`src/logic/mdt_pkg.sv`:
```
package mdt_pkg;

	// Time base: one elapsed-time unit is one tick of TICK_MS.
	localparam int CLK_PERIOD_NS = 100;
	localparam int TICK_MS = 10;
	localparam int TICK_CYCLES_DFLT = TICK_MS * 1000000 / CLK_PERIOD_NS;
	localparam int TICK_W = 17;

	// Least start or reset pulse width that the external source must hold.
	localparam int MIN_PULSE_MS = 50;
	localparam int MIN_PULSE_CYCLES = MIN_PULSE_MS * 1000000 / CLK_PERIOD_NS;

	localparam int SET_W = 16;
	localparam int ELAPSED_W = 17;
	localparam logic [ELAPSED_W-1:0] ELAPSED_ZERO = 17'h00000;
	localparam logic [ELAPSED_W-1:0] ELAPSED_ONE = 17'h00001;
	localparam logic [ELAPSED_W-1:0] ELAPSED_MAX = 17'h1FFFF;
	localparam logic [TICK_W-1:0] TICK_ZERO = 17'h00000;
	localparam logic [TICK_W-1:0] TICK_ONE = 17'h00001;

	typedef enum logic [1:0]
	{
		MODE_ON_DELAY = 2'h0,
		MODE_INTERVAL = 2'h1,
		MODE_FLICKER  = 2'h2,
		MODE_ONE_SHOT = 2'h3
	} mdt_mode_e;

	typedef enum logic [2:0]
	{
		ST_IDLE = 3'h1,
		ST_RUN  = 3'h2,
		ST_DONE = 3'h4
	} mdt_state_e;

	typedef struct packed
	{
		logic startIn;
		logic resetIn;
		logic gateIn;
	} mdt_pins_s;

	typedef struct packed
	{
		mdt_mode_e          mode;
		logic [SET_W-1:0]   phase1Time;
		logic [SET_W-1:0]   phase2Time;
	} mdt_cfg_s;

endpackage

```
`src/logic/mdt_core.sv`:
```
`timescale 1ns/1ps
// What this block does
// - An active reset input aborts timing and clears elapsed time to zero.
// - Reset stops timing, forces the control output off, returns to idle.
// - Active gate freezes elapsed time, save the flicker wrap to zero on reaching the total; counting resumes from it afterwards.
// - Reaching the set time switches the control output as the mode dictates.
// - One-shot mode gives one pulse per start (none when phase two is zero), however long start stays.
// - In on-delay and flicker modes, a set time of zero switches the output on at once.
// - Two-phase modes use phase one plus phase two as the set time.
// - Start and reset still act while gate is active; only counting stops.
module mdt_core
	import mdt_pkg::*;
#(
	parameter int TICK_CYCLES = TICK_CYCLES_DFLT
)
(
	input  wire logic                  mclk,
	input  wire logic                  rst_b,
	input  wire mdt_pins_s             pinsIn,
	input  wire mdt_cfg_s              cfgIn,
	output logic                       ctrlOut,
	output logic [ELAPSED_W-1:0]       elapsedTime
);

	localparam logic [TICK_W-1:0] TICK_LAST = TICK_W'(TICK_CYCLES - 1);

	mdt_pins_s              pinSync1_r;
	mdt_pins_s              pinSync2_r;
	logic                   startPrev_r;
	logic [TICK_W-1:0]      tickCnt_r;
	logic [TICK_W-1:0]      tickCnt_nxt;
	logic                   tick_r;
	mdt_state_e             state_r;
	mdt_state_e             state_nxt;
	logic                   ctrlOut_r;
	logic                   ctrlOut_nxt;
	logic [ELAPSED_W-1:0]   elapsed_r;
	logic [ELAPSED_W-1:0]   elapsed_nxt;

	wire                    startEdge;
	wire                    rstActive;
	wire                    gateActive;
	wire                    tickWrap;
	wire [ELAPSED_W-1:0]    t1Ext;
	wire [ELAPSED_W-1:0]    sumTime;
	wire                    hitT1;
	wire                    hitSum;
	wire                    sumZero;
	wire                    countNow;
	wire [ELAPSED_W-1:0]    elapsedInc;

	// Pins are contacts or sensors from outside; only the second stage is read.
	// Pulses are assumed held for the minimum width, so no debounce filter is kept.
	always_ff @(posedge mclk or negedge rst_b)
	begin
		if (!rst_b)
		begin
			pinSync1_r  <= '0;
			pinSync2_r  <= '0;
			startPrev_r <= 1'b0;
		end
		else
		begin
			pinSync1_r  <= pinsIn;
			pinSync2_r  <= pinSync1_r;
			startPrev_r <= pinSync2_r.startIn;
		end
	end

	assign startEdge  = pinSync2_r.startIn & ~startPrev_r;
	assign rstActive  = pinSync2_r.resetIn;
	assign gateActive = pinSync2_r.gateIn;

	// The prescaler also holds during gate so a paused interval loses no partial tick.
	assign tickWrap = (tickCnt_r == TICK_LAST);
	always_comb
	begin
		tickCnt_nxt = tickCnt_r;
		if (rstActive || startEdge)
			tickCnt_nxt = TICK_ZERO;
		else if (!gateActive)
			tickCnt_nxt = tickWrap ? TICK_ZERO : tickCnt_r + TICK_ONE;
	end

	always_ff @(posedge mclk or negedge rst_b)
	begin
		if (!rst_b)
		begin
			tickCnt_r <= TICK_ZERO;
			tick_r    <= 1'b0;
		end
		else
		begin
			tickCnt_r <= tickCnt_nxt;
			tick_r    <= tickWrap & ~gateActive & ~rstActive & ~startEdge;
		end
	end

	assign t1Ext      = {1'b0, cfgIn.phase1Time};
	assign sumTime    = t1Ext + {1'b0, cfgIn.phase2Time};
	assign hitT1      = (elapsed_r >= t1Ext);
	assign hitSum     = (elapsed_r >= sumTime);
	assign sumZero    = (sumTime == ELAPSED_ZERO);
	assign countNow   = tick_r & ~gateActive & (state_r == ST_RUN) & (elapsed_r != ELAPSED_MAX);
	assign elapsedInc = countNow ? elapsed_r + ELAPSED_ONE : elapsed_r;

	always_comb
	begin
		state_nxt   = state_r;
		ctrlOut_nxt = ctrlOut_r;
		elapsed_nxt = elapsedInc;
		if (rstActive)
		begin
			state_nxt   = ST_IDLE;
			ctrlOut_nxt = 1'b0;
			elapsed_nxt = ELAPSED_ZERO;
		end
		else if (startEdge)
		begin
			state_nxt   = ST_RUN;
			ctrlOut_nxt = 1'b0;
			elapsed_nxt = ELAPSED_ZERO;
		end
		else
		begin
			unique case (state_r)
				ST_IDLE:
				begin
				end
				ST_DONE:
				begin
				end
				ST_RUN:
				begin
					unique case (cfgIn.mode)
						MODE_ON_DELAY:
						begin
							if (hitT1)
							begin
								ctrlOut_nxt = 1'b1;
								state_nxt   = ST_DONE;
							end
						end
						MODE_INTERVAL:
						begin
							ctrlOut_nxt = ~hitT1;
							if (hitT1)
								state_nxt = ST_DONE;
						end
						MODE_FLICKER:
						begin
							// A zero total cannot alternate, so the output simply holds on.
							if (sumZero)
								ctrlOut_nxt = 1'b1;
							else if (hitSum)
							begin
								ctrlOut_nxt = 1'b0;
								elapsed_nxt = ELAPSED_ZERO;
							end
							else
								ctrlOut_nxt = hitT1;
						end
						MODE_ONE_SHOT:
						begin
							if (hitSum)
							begin
								ctrlOut_nxt = 1'b0;
								state_nxt   = ST_DONE;
							end
							else
								ctrlOut_nxt = hitT1;
						end
					endcase
				end
			endcase
		end
	end

	always_ff @(posedge mclk or negedge rst_b)
	begin
		if (!rst_b)
		begin
			state_r   <= ST_IDLE;
			ctrlOut_r <= 1'b0;
			elapsed_r <= ELAPSED_ZERO;
		end
		else
		begin
			state_r   <= state_nxt;
			ctrlOut_r <= ctrlOut_nxt;
			elapsed_r <= elapsed_nxt;
		end
	end

	assign ctrlOut     = ctrlOut_r;
	assign elapsedTime = elapsed_r;
endmodule

```
`config.mk`:
```
export PLATFORM = sky130hd
export DESIGN_NAME = mdt_core
export DESIGN_NICKNAME = d
export VERILOG_FILES = /design/src/logic/mdt_pkg.sv /design/src/logic/mdt_core.sv
export SDC_FILE = /design/constraint.sdc
export NUM_CORES = 1
export LEC_CHECK = 0
export BUFFER_PORTS_ARGS = -buffer_cell sky130_fd_sc_hd__buf_2
export CORE_ASPECT_RATIO = 0.5
export CORE_MARGIN = 2
export CORE_UTILIZATION = 45
export DETAILED_ROUTE_END_ITERATION = 10
export HOLD_SLACK_MARGIN = 0.06
export PLACE_DENSITY = 0.65
export SYNTH_ARGS = -nofsm -noshare
export SYNTH_HDL_FRONTEND = slang
export SYNTH_SLANG_ARGS = --single-unit
```
`constraint.sdc`:
```
create_clock -name mclk -period 3.62 [get_ports mclk]
set_input_delay 0.362 -clock mclk [delete_from_list [all_inputs] [get_ports mclk]]
set_output_delay 0.362 -clock mclk [all_outputs]
set_load 0.02 [all_outputs]
```
Word level (Yosys, flattened, before mapping)
Index checks and enable logic that the tools add are counted.

$add $sub $neg: 3. $lt $le $gt $ge: 2. Eq/ne operators: 10. Mux-type cells: 23. Bitwise gates (word level): 12. Reduce and logical (&&, ||, !) cells: 8.

Operator list (number): 2-to-1 mux 17 bit (10); adder 17 x 1 -> 17 bit, second input constant (2); adder 16 x 16 -> 17 bit (1); == test 17 bit, second input constant (1); >= comparator 17 x 16 -> 1 bit (1); >= comparator 17 bit (1); zero test 17 bit (1); != test 17 bit, second input constant (1); 2-to-1 mux 3 bit (5); != test 4 bit, second input constant (2); AND 1 bit (7); 2-to-1 mux 1 bit (6); one-hot mux 3 bit (2 select lines) (1); inverter 1 bit (5); == test 2 bit, second input constant (2); != test 4 x 1 -> 1 bit, second input constant (1); one-hot mux 1 bit (4 select lines) (1); AND reduction 4 bit (1); nonzero test 4 bit (1); == test 3 x 2 -> 1 bit, second input constant (1); nonzero test 3 bit (1); == test 2 x 1 -> 1 bit, second input constant (1); zero test 2 bit (1); != test 2 x 1 -> 1 bit, second input constant (1); 3 further kinds (3).

Register bits: 46. Input port bits: 39.

Longest topological paths before layout
Gate-level depths: netlist (run 1).

Depth in word-level cells: 11. Depth in mapped cells: 17.

Worst setup path before layout (run 1)
Ideal clock, no wire load.

Path kind: input port to flip-flop. Start: input port cfgIn[0] (netlist name). End: register elapsed_r[14], in the netlist elapsedTime[14]. Data arrival time: 3.595 ns. Data required time: 3.501 ns. Setup slack: -0.095 ns. Stages: 15. Path buffers: 1. Cells stage by stage: ha_1 > fa_1 > a211oi_2 > nor3_2 > o21a_1 > a2111oi_4 > ha_1 > nand4_1 > or3_1 > a211o_1 > o211ai_1 > a31oi_1 > a21oi_2 > buf_6 > nor2_2.

Word-level cells in the longest chain between the ends: 8. Elaborated cells between the ends (all ways): 9. Classes of those cells: 1 x add/sub; 1 x order compare; 6 x mux; 1 x reduce/logical.

RTL lines: start: declaration (RTL line mdt_core.sv:20) `input wire mdt_cfg_s cfgIn,`; adder 16 x 16 -> 17 bit (*) (RTL line mdt_core.sv:100) `assign sumTime = t1Ext + {1'b0, cfgIn.phase2Time};`; >= comparator 17 bit (RTL line mdt_core.sv:102) `assign hitSum = (elapsed_r >= sumTime);`; 2-to-1 mux 17 bit (RTL line mdt_core.sv:155) `else if (hitSum)`; 2-to-1 mux 17 bit (*) (RTL line mdt_core.sv:153) `if (sumZero)`; 2-to-1 mux 17 bit (*) (RTL line mdt_core.sv:135) `unique case (cfgIn.mode)`; 2-to-1 mux 17 bit (*) (RTL line mdt_core.sv:126) `unique case (state_r)`; 2-to-1 mux 17 bit (*) (RTL line mdt_core.sv:118) `else if (startEdge)`; 2-to-1 mux 17 bit (*) (RTL line mdt_core.sv:112) `if (rstActive)`; via elapsed_nxt[14] (RTL line mdt_core.sv:38) `logic [ELAPSED_W-1:0] elapsed_nxt;`; end signal: assignment (RTL line mdt_core.sv:191) `elapsed_r <= elapsed_nxt;`; end: declaration (RTL line mdt_core.sv:37) `logic [ELAPSED_W-1:0] elapsed_r;`.

Mark *: on every way through the listed nets, which the timed path passes. The rest lies on a longest branch. A chain may end at the register's enable or synchronous reset.

Worst setup path in the final report (run 1)
Start: input port cfgIn[16] (netlist name). End: register state_r[1].

Word-level cells in the longest chain between the ends: 4. Elaborated cells between the ends (all ways): 6. Classes of those cells: 1 x add/sub; 2 x order compare; 2 x eq/ne; 1 x reduce/logical.

RTL lines: adder 16 x 16 -> 17 bit (RTL line mdt_core.sv:100); >= comparator 17 bit (RTL line mdt_core.sv:102); != test 4 bit (no source line); AND reduction 4 bit (no source line) (*); end signal: assignment (RTL line mdt_core.sv:189) `state_r <= state_nxt;`; end: declaration (RTL line mdt_core.sv:33) `mdt_state_e state_r;`.

Mark *: on every way between the ends. The rest lies on a longest branch, timed or not.

==> flow_summary_export.csv, run 1 <==
group,metric,value,unit
final_layout,layout.cells.non_filler,671,
drt,drt-pass1-iter-count,4,
clock_tree,clk_path_buf_depth,2,
synthesis,yosys_register_bits,46,
timing,fin_hold_ws,0.180,ns
global_routing,grt_usage,0.222,
worst_hold_path,worst_hold_startpoint,"pinsIn[2]",
drt,drc,0,
timing,fin_crit_sh,0.963,
floorplan,std_cell_rows,24,
setup_path,setup.reg_to_reg.worst_slack,0.76,ns
setup_path,crit_type,"in2reg",
timing,tightest_slew,1.01,ns
setup_path,worstPathRequired,3.84,ns
drt,routed_wl,10200,um
drt,drt-wirelength-per-cell,15.2,um
floorplan,die-width,137,um
worst_hold_path,hp-class,"in2reg",
floorplan,fp.dieH,70.5,um
power,power-per-cell-area,293,nW/um^2
timing,clock_skew,0.00736,ns
final_layout,final_net_count,645,
power,p_leak,2.47,nW
drt,ant_nets,0,
synthesis,yosysMostFrequentCell,"sky130_fd_sc_hd__ha_1",
synthesis,synth-edff-count,0,
timing,grt_setup_unrepaired,"yes",
worst_hold_path,hold-path-cell-count,1,
global_routing,grt_remaining_overflow,0,
placed_design,port_buffers,56,
clock_tree,tritoncts_num_sinks,46,
global_routing,initial_antenna_violation_count,0,
final_layout,drive_above_1_share,0.287,
timing,fin_crit,3.48,ns
worst_hold_path,worst_hold_path.endpoint,"pinSync1_r[2]$_DFF_PN0_",
synthesis,synthArstFlopShare,1.00,
timing,timing.final.setup_violations,0,
timing,timing.max_slew.rel_slack,0.328,
clock_tree,root_buffer_master,"sky130_fd_sc_hd__clkbuf_16",
final_layout,num_antenna_cells,0,
synthesis,synth_area_leader_cell,"sky130_fd_sc_hd__dfrtp_1",
synthesis,ys.warnings.count,0,
drt,route.detailed.vias_per_inst,5.50,
setup_path,worst_path_max_fanout,4,
outcome,run_status,"complete, no violations",
clock_tree,clkLatencyLatePin,0.29,ns
clock_tree,htreeDepth,2,
synthesis,synth_cells,446,
global_routing,first_global_vias,3575,
timing,clock.fmax,287,MHz
setup_path,cp.arrival,3.70,ns
synthesis,synth.yosys.seq_area_share,0.290,
synthesis,yosys_most_used_dff,"sky130_fd_sc_hd__dfrtp_1",
drt,num_vias,3693,
synthesis,synth.top_cells.by_count,"sky130_fd_sc_hd__ha_1 (52), sky130_fd_sc_hd__dfrtp_1 (45), sky130_fd_sc_hd__nand2_1 (38)",
final_layout,fillers,764,
floorplan,design.die.area,9650,um^2
setup_path,critical_path.startpoint_type,"primary input",
final_layout,area.growth.synth_to_final,28.2,%
synthesis,leading_post_synthesis_cells_by_cell_area,"sky130_fd_sc_hd__dfrtp_1 (28%), sky130_fd_sc_hd__ha_1 (16%), sky130_fd_sc_hd__nand2_1 (3.6%)",
floorplan,io_pins,57,
timing,timing_hold_violations_final,0,
setup_path,crit-reg2reg-launch,"elapsedTime[7]$_DFF_PN0_",
synthesis,synth.top_cell.area_share,0.283,
clock_tree,tritoncts,"yes",
final_layout,postLayoutCellArea,5100,um^2
clock_tree,path_clk_slew,0.06,ns
synthesis,area_of_the_mapped_netlist,3980,um^2
synthesis,synth_cell_types,67,
job,max-cap-violations,0,
power,power.ir.vdd_worst,0.279,mV
floorplan,core_region_area,8650,um^2
global_routing,grt_max_degree,47,
setup_path,rr_worst_depth,13,
setup_path,setup_crit_end_kind,"register",
global_routing,grt_first_pass_wirelength,17100,um
floorplan,initial_utilization,0.460,
placed_design,gp_routability_congestion,0.860,
placed_design,numPlacedInstances,652,
synthesis,syn_avg_cell_area,8.92,um^2
clock_tree,tritoncts.num_buffers,5,
timing,slew_viol_final,0,
synthesis,synth.net_count,538,
placed_design,detailed_place.area,4700,um^2
placed_design,detailed_place_hpwl,7780,um
setup_path,reg2reg_to,"elapsedTime[7]$_DFF_PN0_",
drt,detailedRoute.firstIterationViolations,188,
-- flip-flops by register name, indices dropped and copies added (netlist names) --
register	flops
elapsedTime	17
state_r	3
ctrlOut	1
rstActive	1
pinSync1_r	3
tickCnt_r	17
tick_r	1
pinSync2_r	1
gateActive	1
startPrev_r	1
-- cell type report --
type | count | area [um^2] | area share
clock buffer | 7 | 133 | 0.0260
clock inverter | 1 | 30.0 | 0.00589
inverter | 22 | 82.6 | 0.0162
multi-input combinational | 371 | 2820 | 0.553
sequential | 46 | 1150 | 0.226
tap | 117 | 146 | 0.0287
timing repair buffer | 107 | 734 | 0.144
-- per-stage QoR --
step           TNS (ns)  setup slack, ns  power [mW]  utilization
6_report              0            0.135        1.50        0.590
5_1_grt          -0.340          -0.0401        1.58        0.590
4_1_cts               0           0.0635        1.46        0.562
3_5_place_dp      -3.32           -0.192       0.945        0.543
3_3_place_gp      -2.71           -0.186       0.941        0.543
2_1_floorplan         0           0.0116       0.790            -
-- critical path, stage by stage --
cell,delay [ns]
sky130_fd_sc_hd__buf_8,0.10
sky130_fd_sc_hd__ha_4,0.15
sky130_fd_sc_hd__fa_2,0.36
sky130_fd_sc_hd__a211oi_4,0.25
sky130_fd_sc_hd__buf_4,0.16
sky130_fd_sc_hd__o21ai_4,0.07
sky130_fd_sc_hd__o211a_1,0.26
sky130_fd_sc_hd__a211oi_2,0.26
sky130_fd_sc_hd__ha_1,0.31
sky130_fd_sc_hd__buf_4,0.14
sky130_fd_sc_hd__nand4_1,0.07
sky130_fd_sc_hd__nor4_1,0.05
sky130_fd_sc_hd__a211oi_1,0.24
sky130_fd_sc_hd__o211ai_1,0.20
sky130_fd_sc_hd__buf_4,0.18
sky130_fd_sc_hd__a31o_4,0.21
sky130_fd_sc_hd__a21bo_2,0.22
sky130_fd_sc_hd__a21oi_2,0.10
-- power breakdown --
group | leakage, nW | switching (mW) | internal [mW]
Clock | 0.0781 | 0.185 | 0.326
Combinational | 1.77 | 0.238 | 0.221
Sequential | 0.621 | 0.00457 | 0.522
Total | 2.47 | 0.427 | 1.07
-- routing by layer --
metal,routed length [um],up-vias,GRT usage,part of all wire
li1,-,1869,-,-
met1,5160,1767,0.332,0.51
met2,4660,47,0.344,0.46
met3,266,10,0.0232,0.026
met4,112,0,0.0504,0.011
met5,0,-,0,0
-- worst max path at each step --
stage | slack, ns | startpoint | cells past startpoint | end
4_1_cts | 0.06 | cfgIn[0] | 16 | ctrlOut$_DFFE_PN0P_
3_5_place_dp | -0.19 | cfgIn[0] | 16 | elapsedTime[3]$_DFF_PN0_
6_report | 0.14 | cfgIn[16] | 18 | state_r[1]$_DFFE_PN0P_
5_1_grt | -0.04 | cfgIn[17] | 18 | elapsedTime[14]$_DFF_PN0_
3_3_place_gp | -0.19 | cfgIn[0] | 16 | ctrlOut$_DFFE_PN0P_
2_1_floorplan | 0.01 | cfgIn[0] | 15 | elapsedTime[14]$_DFF_PN0_
-- what timing repair did --
| item | in CTS | in global routing |
|---|---|---|
| endpoints found under the setup margin | 0 | 20 |
| buffers inserted | 0 | 9 |
| hold buffers | 0 | 0 |
| gates resized for setup | 0 | 27 |
-- cell families after synthesis --
logic type / synth area share
xor+xnor: 0.0572
flops: 0.290
compound gates: 0.223
simple gates: 0.224
buf+inv: 0.0324
fa+ha+maj: 0.169
mux: 0.00503
-- layout by cell type, fill, tap and decap left out, drive strengths merged, types with 13 or more instances in the layout --
cell type,synthesis,layout
nor2,43,43
dfrtp,45,45
a21oi,24,24
nand2,39,39
nand3,18,18
o21ai,32,32
and3,13,13
xor2,16,16
inv,22,22
ha,52,52
nor3,13,13
buf,4,105
(Power assumes the default switching activity.)
==> inputs of run 2 (changes only) <==
clock period = 4.5 ns   (was 3.62 ns; I/O delays follow)
==> flow_summary_export.csv, run 2 (synthesized netlist as in run 1, its figures left out) <==
group,metric,value,unit
final_layout,area.growth.synth_to_final,13.8,%
floorplan,die-width,137,um
setup_path,rr_worst_depth,13,
clock_tree,tritoncts.num_buffers,5,
drt,drc,0,
setup_path,crit_path_top_delay_cell,"sky130_fd_sc_hd__fa_1",
clock_tree,htreeDepth,2,
final_layout,num_antenna_cells,0,
setup_path,path_cells,"buf_2, ha_1, fa_1, a211oi_2, nor3_2, o21a_1, a2111oi_4, ha_1, nand4_1, or3_1, a211o_1, o211ai_1, a31oi_1, a21oi_2, buf_4, nor2_1",
drt,highest_signal_layer,"met4",
worst_hold_path,worst_hold_path.endpoint,"pinSync1_r[0]$_DFF_PN0_",
global_routing,grt_remaining_overflow,0,
global_routing,first_global_vias,3226,
timing,timing.max_slew.rel_slack,0.342,
drt,num_vias,3460,
job,max-cap-violations,0,
power,power.ir.vdd_worst,0.237,mV
floorplan,fp.dieH,70.5,um
timing,clock.fmax,259,MHz
timing,tightest_slew,0.987,ns
floorplan,design.die.area,9650,um^2
setup_path,critical-path-max-stage-delay,0.43,ns
timing,fin_crit,3.86,ns
outcome,run_status,"complete, no violations",
timing,grt_setup_unrepaired,"no",
clock_tree,tritoncts_num_sinks,46,
clock_tree,cts_hold_buf,0,
global_routing,grt_usage,0.204,
setup_path,critical_path.startpoint_type,"primary input",
timing,timing.setup.tns,0,ns
drt,ant_nets,0,
drt,route.detailed.vias_per_inst,5.57,
power,p_leak,2.17,nW
drt,detailedRoute.firstIterationViolations,198,
drt,routed_wl,9380,um
clock_tree,clk_path_buf_depth,2,
setup_path,timing.critical_path.from,"cfgIn[0]",
timing,final.setup.worst_slack,0.640,ns
clock_tree,clkLatencyLatePin,0.28,ns
final_layout,mostFrequentLayoutCells,"sky130_fd_sc_hd__buf_2 (56), sky130_fd_sc_hd__ha_1 (52), sky130_fd_sc_hd__dfrtp_1 (45)",
power,power-per-cell-area,243,nW/um^2
placed_design,port_buffers,56,
placed_design,gp_routability_congestion,0.861,
drt,met2RoutedLength,4260,um
timing,slew_viol_final,0,
floorplan,std_cell_rows,24,
final_layout,post-route-util,0.524,
clock_tree,root_buffer_master,"sky130_fd_sc_hd__clkbuf_16",
setup_path,reg2reg_to,"elapsedTime[14]$_DFF_PN0_",
floorplan,initial_utilization,0.460,
final_layout,final_net_count,595,
placed_design,detailed_place_hpwl,7400,um
setup_path,cpLargestDelayFamily,"compound AO/OA/AOI/OAI gates",
setup_path,critical_path.most_common_cell,"sky130_fd_sc_hd__ha_1",
placed_design,dpl_worst_slack,0.350,ns
timing,fin_crit_sh,0.858,
setup_path,crit_type,"in2reg",
worst_hold_path,hold-path-cell-count,1,
timing,clock_skew,0.00368,ns
clock_tree,tritoncts,"yes",
global_routing,grt_max_degree,47,
floorplan,io_pins,57,
setup_path,critical_path_buf_inv_count,2,
drt,drt-pass1-iter-count,4,
setup_path,crit-reg2reg-launch,"elapsedTime[8]$_DFF_PN0_",
setup_path,cp.arrival,4.02,ns
worst_hold_path,hp-class,"in2reg",
setup_path,setup_crit_end_kind,"register",
worst_hold_path,worst_hold_startpoint,"pinsIn[0]",
final_layout,final_common_cell,"sky130_fd_sc_hd__buf_2",
clock_tree,cts_setup_buffers,0,
timing,fin_hold_ws,0.280,ns
drt,met1_length,4850,um
clock_tree,post_cts.resized_instances,0,
global_routing,initial_antenna_violation_count,0,
setup_path,worstPathRequired,4.66,ns
floorplan,core_region_area,8650,um^2
setup_path,setup.reg_to_reg.worst_slack,1.64,ns
clock_tree,path_clk_slew,0.06,ns
timing,timing_hold_violations_final,0,
drt,dr_wl_met3,219,um
timing,timing.final.setup_violations,0,
setup_path,worst_path_max_fanout,17,
final_layout,drive_above_1_share,0.190,
global_routing,grt_first_pass_wirelength,15800,um
drt,drt-wirelength-per-cell,15.1,um
==> run 2: layout make-up <==
type,count,area (um^2)
fillers,844,4120
multi-input cells,371,2700
flip-flops and latches,46,1150
repair buffers,57,288
well taps,117,146
clock buffers,7,133
inverters,22,82.6
clock inverters,1,30.0
==> run 2: worst max-delay path by stage <==
stage                                      endpoint  slack, ns  cells past startpoint
after global placement     elapsedTime[3]$_DFF_PN0_       0.44                     16
after floorplan           elapsedTime[14]$_DFF_PN0_       0.70                     15
after CTS                  elapsedTime[2]$_DFF_PN0_       0.64                     16
after detailed placement   elapsedTime[2]$_DFF_PN0_       0.35                     16
final                      elapsedTime[2]$_DFF_PN0_       0.64                     16
after global routing       elapsedTime[5]$_DFF_PN0_       0.45                     16
==> run 2: per-layer routing <==
| metal | global-route usage | vias to the layer above |
|---|---|---|
| met1 | 0.304 | 1652 |
| met3 | 0.0240 | 4 |
| met5 | 0 | - |
| met2 | 0.322 | 41 |
| met4 | 0.0321 | 0 |
| li1 | - | 1763 |
==> run 2: power by group <==
group | switching, mW | leakage [nW] | internal [mW] | total (mW)
logic | 0.166 | 1.47 | 0.110 | 0.276
clock network | 0.140 | 0.0781 | 0.262 | 0.402
registers | 0.00352 | 0.621 | 0.420 | 0.423
==> run 2: through the flow <==
stage | instance area [um^2] | cells | total power, mW
2_1_floorplan | 3980 | 446 | 0.631
3_3_place_gp | 4370 | 613 | 0.702
3_5_place_dp | 4370 | 613 | 0.705
4_1_cts | 4530 | 621 | 1.11
5_1_grt | 4530 | 621 | 1.17
6_report | 4530 | 621 | 1.10
==> inputs of run 3 (changes only) <==
RECOVER_POWER = 100   (was unset)
==> flow_summary_export.csv, run 3 (synthesized netlist as in run 1, its figures left out) <==
group,metric,value,unit
clock_tree,cts_hold_buf,0,
clock_tree,tritoncts,"yes",
final_layout,mostFrequentLayoutCells,"sky130_fd_sc_hd__ha_1 (52), sky130_fd_sc_hd__dfrtp_1 (45), sky130_fd_sc_hd__nor2_1 (40)",
final_layout,final_common_cell,"sky130_fd_sc_hd__ha_1",
global_routing,initial_antenna_violation_count,0,
timing,fin_hold_ws,0.279,ns
global_routing,grt_max_degree,47,
floorplan,io_pins,57,
timing,timing.max_slew.rel_slack,-0.578,
power,power.ir.vdd_worst,0.237,mV
global_routing,first_global_vias,3226,
clock_tree,path_clk_slew,0.06,ns
power,p_leak,2.09,nW
final_layout,area.growth.synth_to_final,12.5,%
final_layout,sequential_cell_area,1150,um^2
placed_design,port_buffers,56,
floorplan,die-width,137,um
floorplan,fp.dieH,70.5,um
clock_tree,cts_setup_buffers,0,
outcome,violations_in_the_final_reports,"capacitance limit, slew limit",
drt,routed_wl,9410,um
final_layout,fillers,857,
clock_tree,post_cts.resized_instances,0,
setup_path,worstPathRequired,4.66,ns
clock_tree,root_buffer_master,"sky130_fd_sc_hd__clkbuf_16",
timing,clock.fmax,253,MHz
setup_path,worst_path_max_fanout,17,
final_layout,footprint_of_the_multi_input_gates,2670,um^2
placed_design,detailed_place_hpwl,7400,um
drt,route.detailed.vias_per_inst,5.60,
worst_hold_path,hp-class,"in2reg",
floorplan,std_cell_rows,24,
drt,drc,0,
timing,tightest_slew,2.37,ns
clock_tree,clk_path_buf_depth,2,
placed_design,gp_routability_congestion,0.861,
drt,drt-pass1-iter-count,4,
clock_tree,clkLatencyLatePin,0.28,ns
setup_path,cp.arrival,4.12,ns
final_layout,final_net_count,595,
drt,drt-wirelength-per-cell,15.1,um
global_routing,grt_remaining_overflow,0,
drt,num_vias,3476,
final_layout,drive_above_1_share,0.133,
timing,timing_hold_violations_final,0,
timing,grt_setup_unrepaired,"no",
floorplan,core_region_area,8650,um^2
job,max-cap-violations,1,
timing,clock_skew,0.00373,ns
power,power-per-cell-area,246,nW/um^2
timing,slew_viol_final,47,
global_routing,grt_usage,0.204,
setup_path,critical_path.startpoint_type,"primary input",
timing,timing.setup.tns,0,ns
floorplan,initial_utilization,0.460,
setup_path,crit_type,"in2reg",
final_layout,num_antenna_cells,0,
drt,ant_nets,0,
drt,detailedRoute.firstIterationViolations,164,
floorplan,design.die.area,9650,um^2
clock_tree,htreeDepth,2,
outcome,run_status,"finished with violations",
setup_path,setup_crit_end_kind,"register",
timing,fin_crit_sh,0.880,
clock_tree,tritoncts_num_sinks,46,
timing,timing.final.setup_violations,0,
global_routing,grt_first_pass_wirelength,15800,um
clock_tree,tritoncts.num_buffers,5,
timing,fin_crit,3.96,ns
## run 3: worst max-delay path: stages
cell,delay [ns]
sky130_fd_sc_hd__buf_2,0.10
sky130_fd_sc_hd__ha_1,0.22
sky130_fd_sc_hd__fa_1,0.42
sky130_fd_sc_hd__a211oi_1,0.41
sky130_fd_sc_hd__nor3_1,0.17
sky130_fd_sc_hd__o21a_1,0.22
sky130_fd_sc_hd__a2111oi_4,0.38
sky130_fd_sc_hd__ha_1,0.19
sky130_fd_sc_hd__nand4_1,0.13
sky130_fd_sc_hd__or3_1,0.40
sky130_fd_sc_hd__a211o_1,0.27
sky130_fd_sc_hd__o211ai_1,0.16
sky130_fd_sc_hd__a31oi_1,0.15
sky130_fd_sc_hd__a21oi_2,0.13
sky130_fd_sc_hd__buf_4,0.24
sky130_fd_sc_hd__nor2_1,0.08
## run 3: final timing paths
path	start	end	slack, ns	cells after the start
worst max-delay path	cfgIn[0]	elapsedTime[2]$_DFF_PN0_	0.54	16
worst min-delay path	pinsIn[0]	pinSync1_r[0]$_DFF_PN0_	0.28	1
worst max register to register	elapsedTime[8]$_DFF_PN0_	elapsedTime[14]$_DFF_PN0_	1.64	13
worst min register to register	pinSync1_r[2]$_DFF_PN0_	pinSync2_r[2]$_DFF_PN0_	0.35	0
max in group asynchronous	rst_b	tickCnt_r[10]$_DFFE_PN0P_	2.26	1
min in group asynchronous	rst_b	pinSync1_r[1]$_DFF_PN0_	0.89	1
## run 3: per-layer routing
layer / vias up / part of all wire / GRT usage
li1: 1764 / - / -
met5: - / 0 / 0
met3: 4 / 0.026 / 0.0240
met2: 50 / 0.45 / 0.322
met4: 0 / 0.0053 / 0.0321
met1: 1658 / 0.52 / 0.304
## run 3: power breakdown
group	switching (mW)	total, mW	internal, mW	leakage (nW)
registers	0.00352	0.423	0.420	0.621
clock network	0.140	0.402	0.262	0.0781
logic	0.164	0.274	0.110	1.39
total	0.307	1.10	0.792	2.09
## run 3: final cells by class
class	count	share of cell area
clock inverters	1	0.00671
well taps	117	0.0327
flip-flops and latches	46	0.257
inverters	22	0.0185
clock buffers	7	0.0296
multi-input cells	371	0.596
repair buffers	57	0.0587
## run 3: per-stage QoR
| step | instance area [um^2] | std cells | util | total power [mW] | setup slack (ns) |
|---|---|---|---|---|---|
| 4_1_cts | 4530 | 621 | 0.524 | 1.11 | 0.641 |
| 6_report | 4480 | 621 | 0.518 | 1.10 | 0.542 |
| 2_1_floorplan | 3980 | 446 | - | 0.631 | 0.697 |
| 3_3_place_gp | 4370 | 613 | 0.505 | 0.702 | 0.443 |
| 3_5_place_dp | 4370 | 613 | 0.505 | 0.705 | 0.350 |
| 5_1_grt | 4480 | 621 | 0.518 | 1.17 | 0.297 |
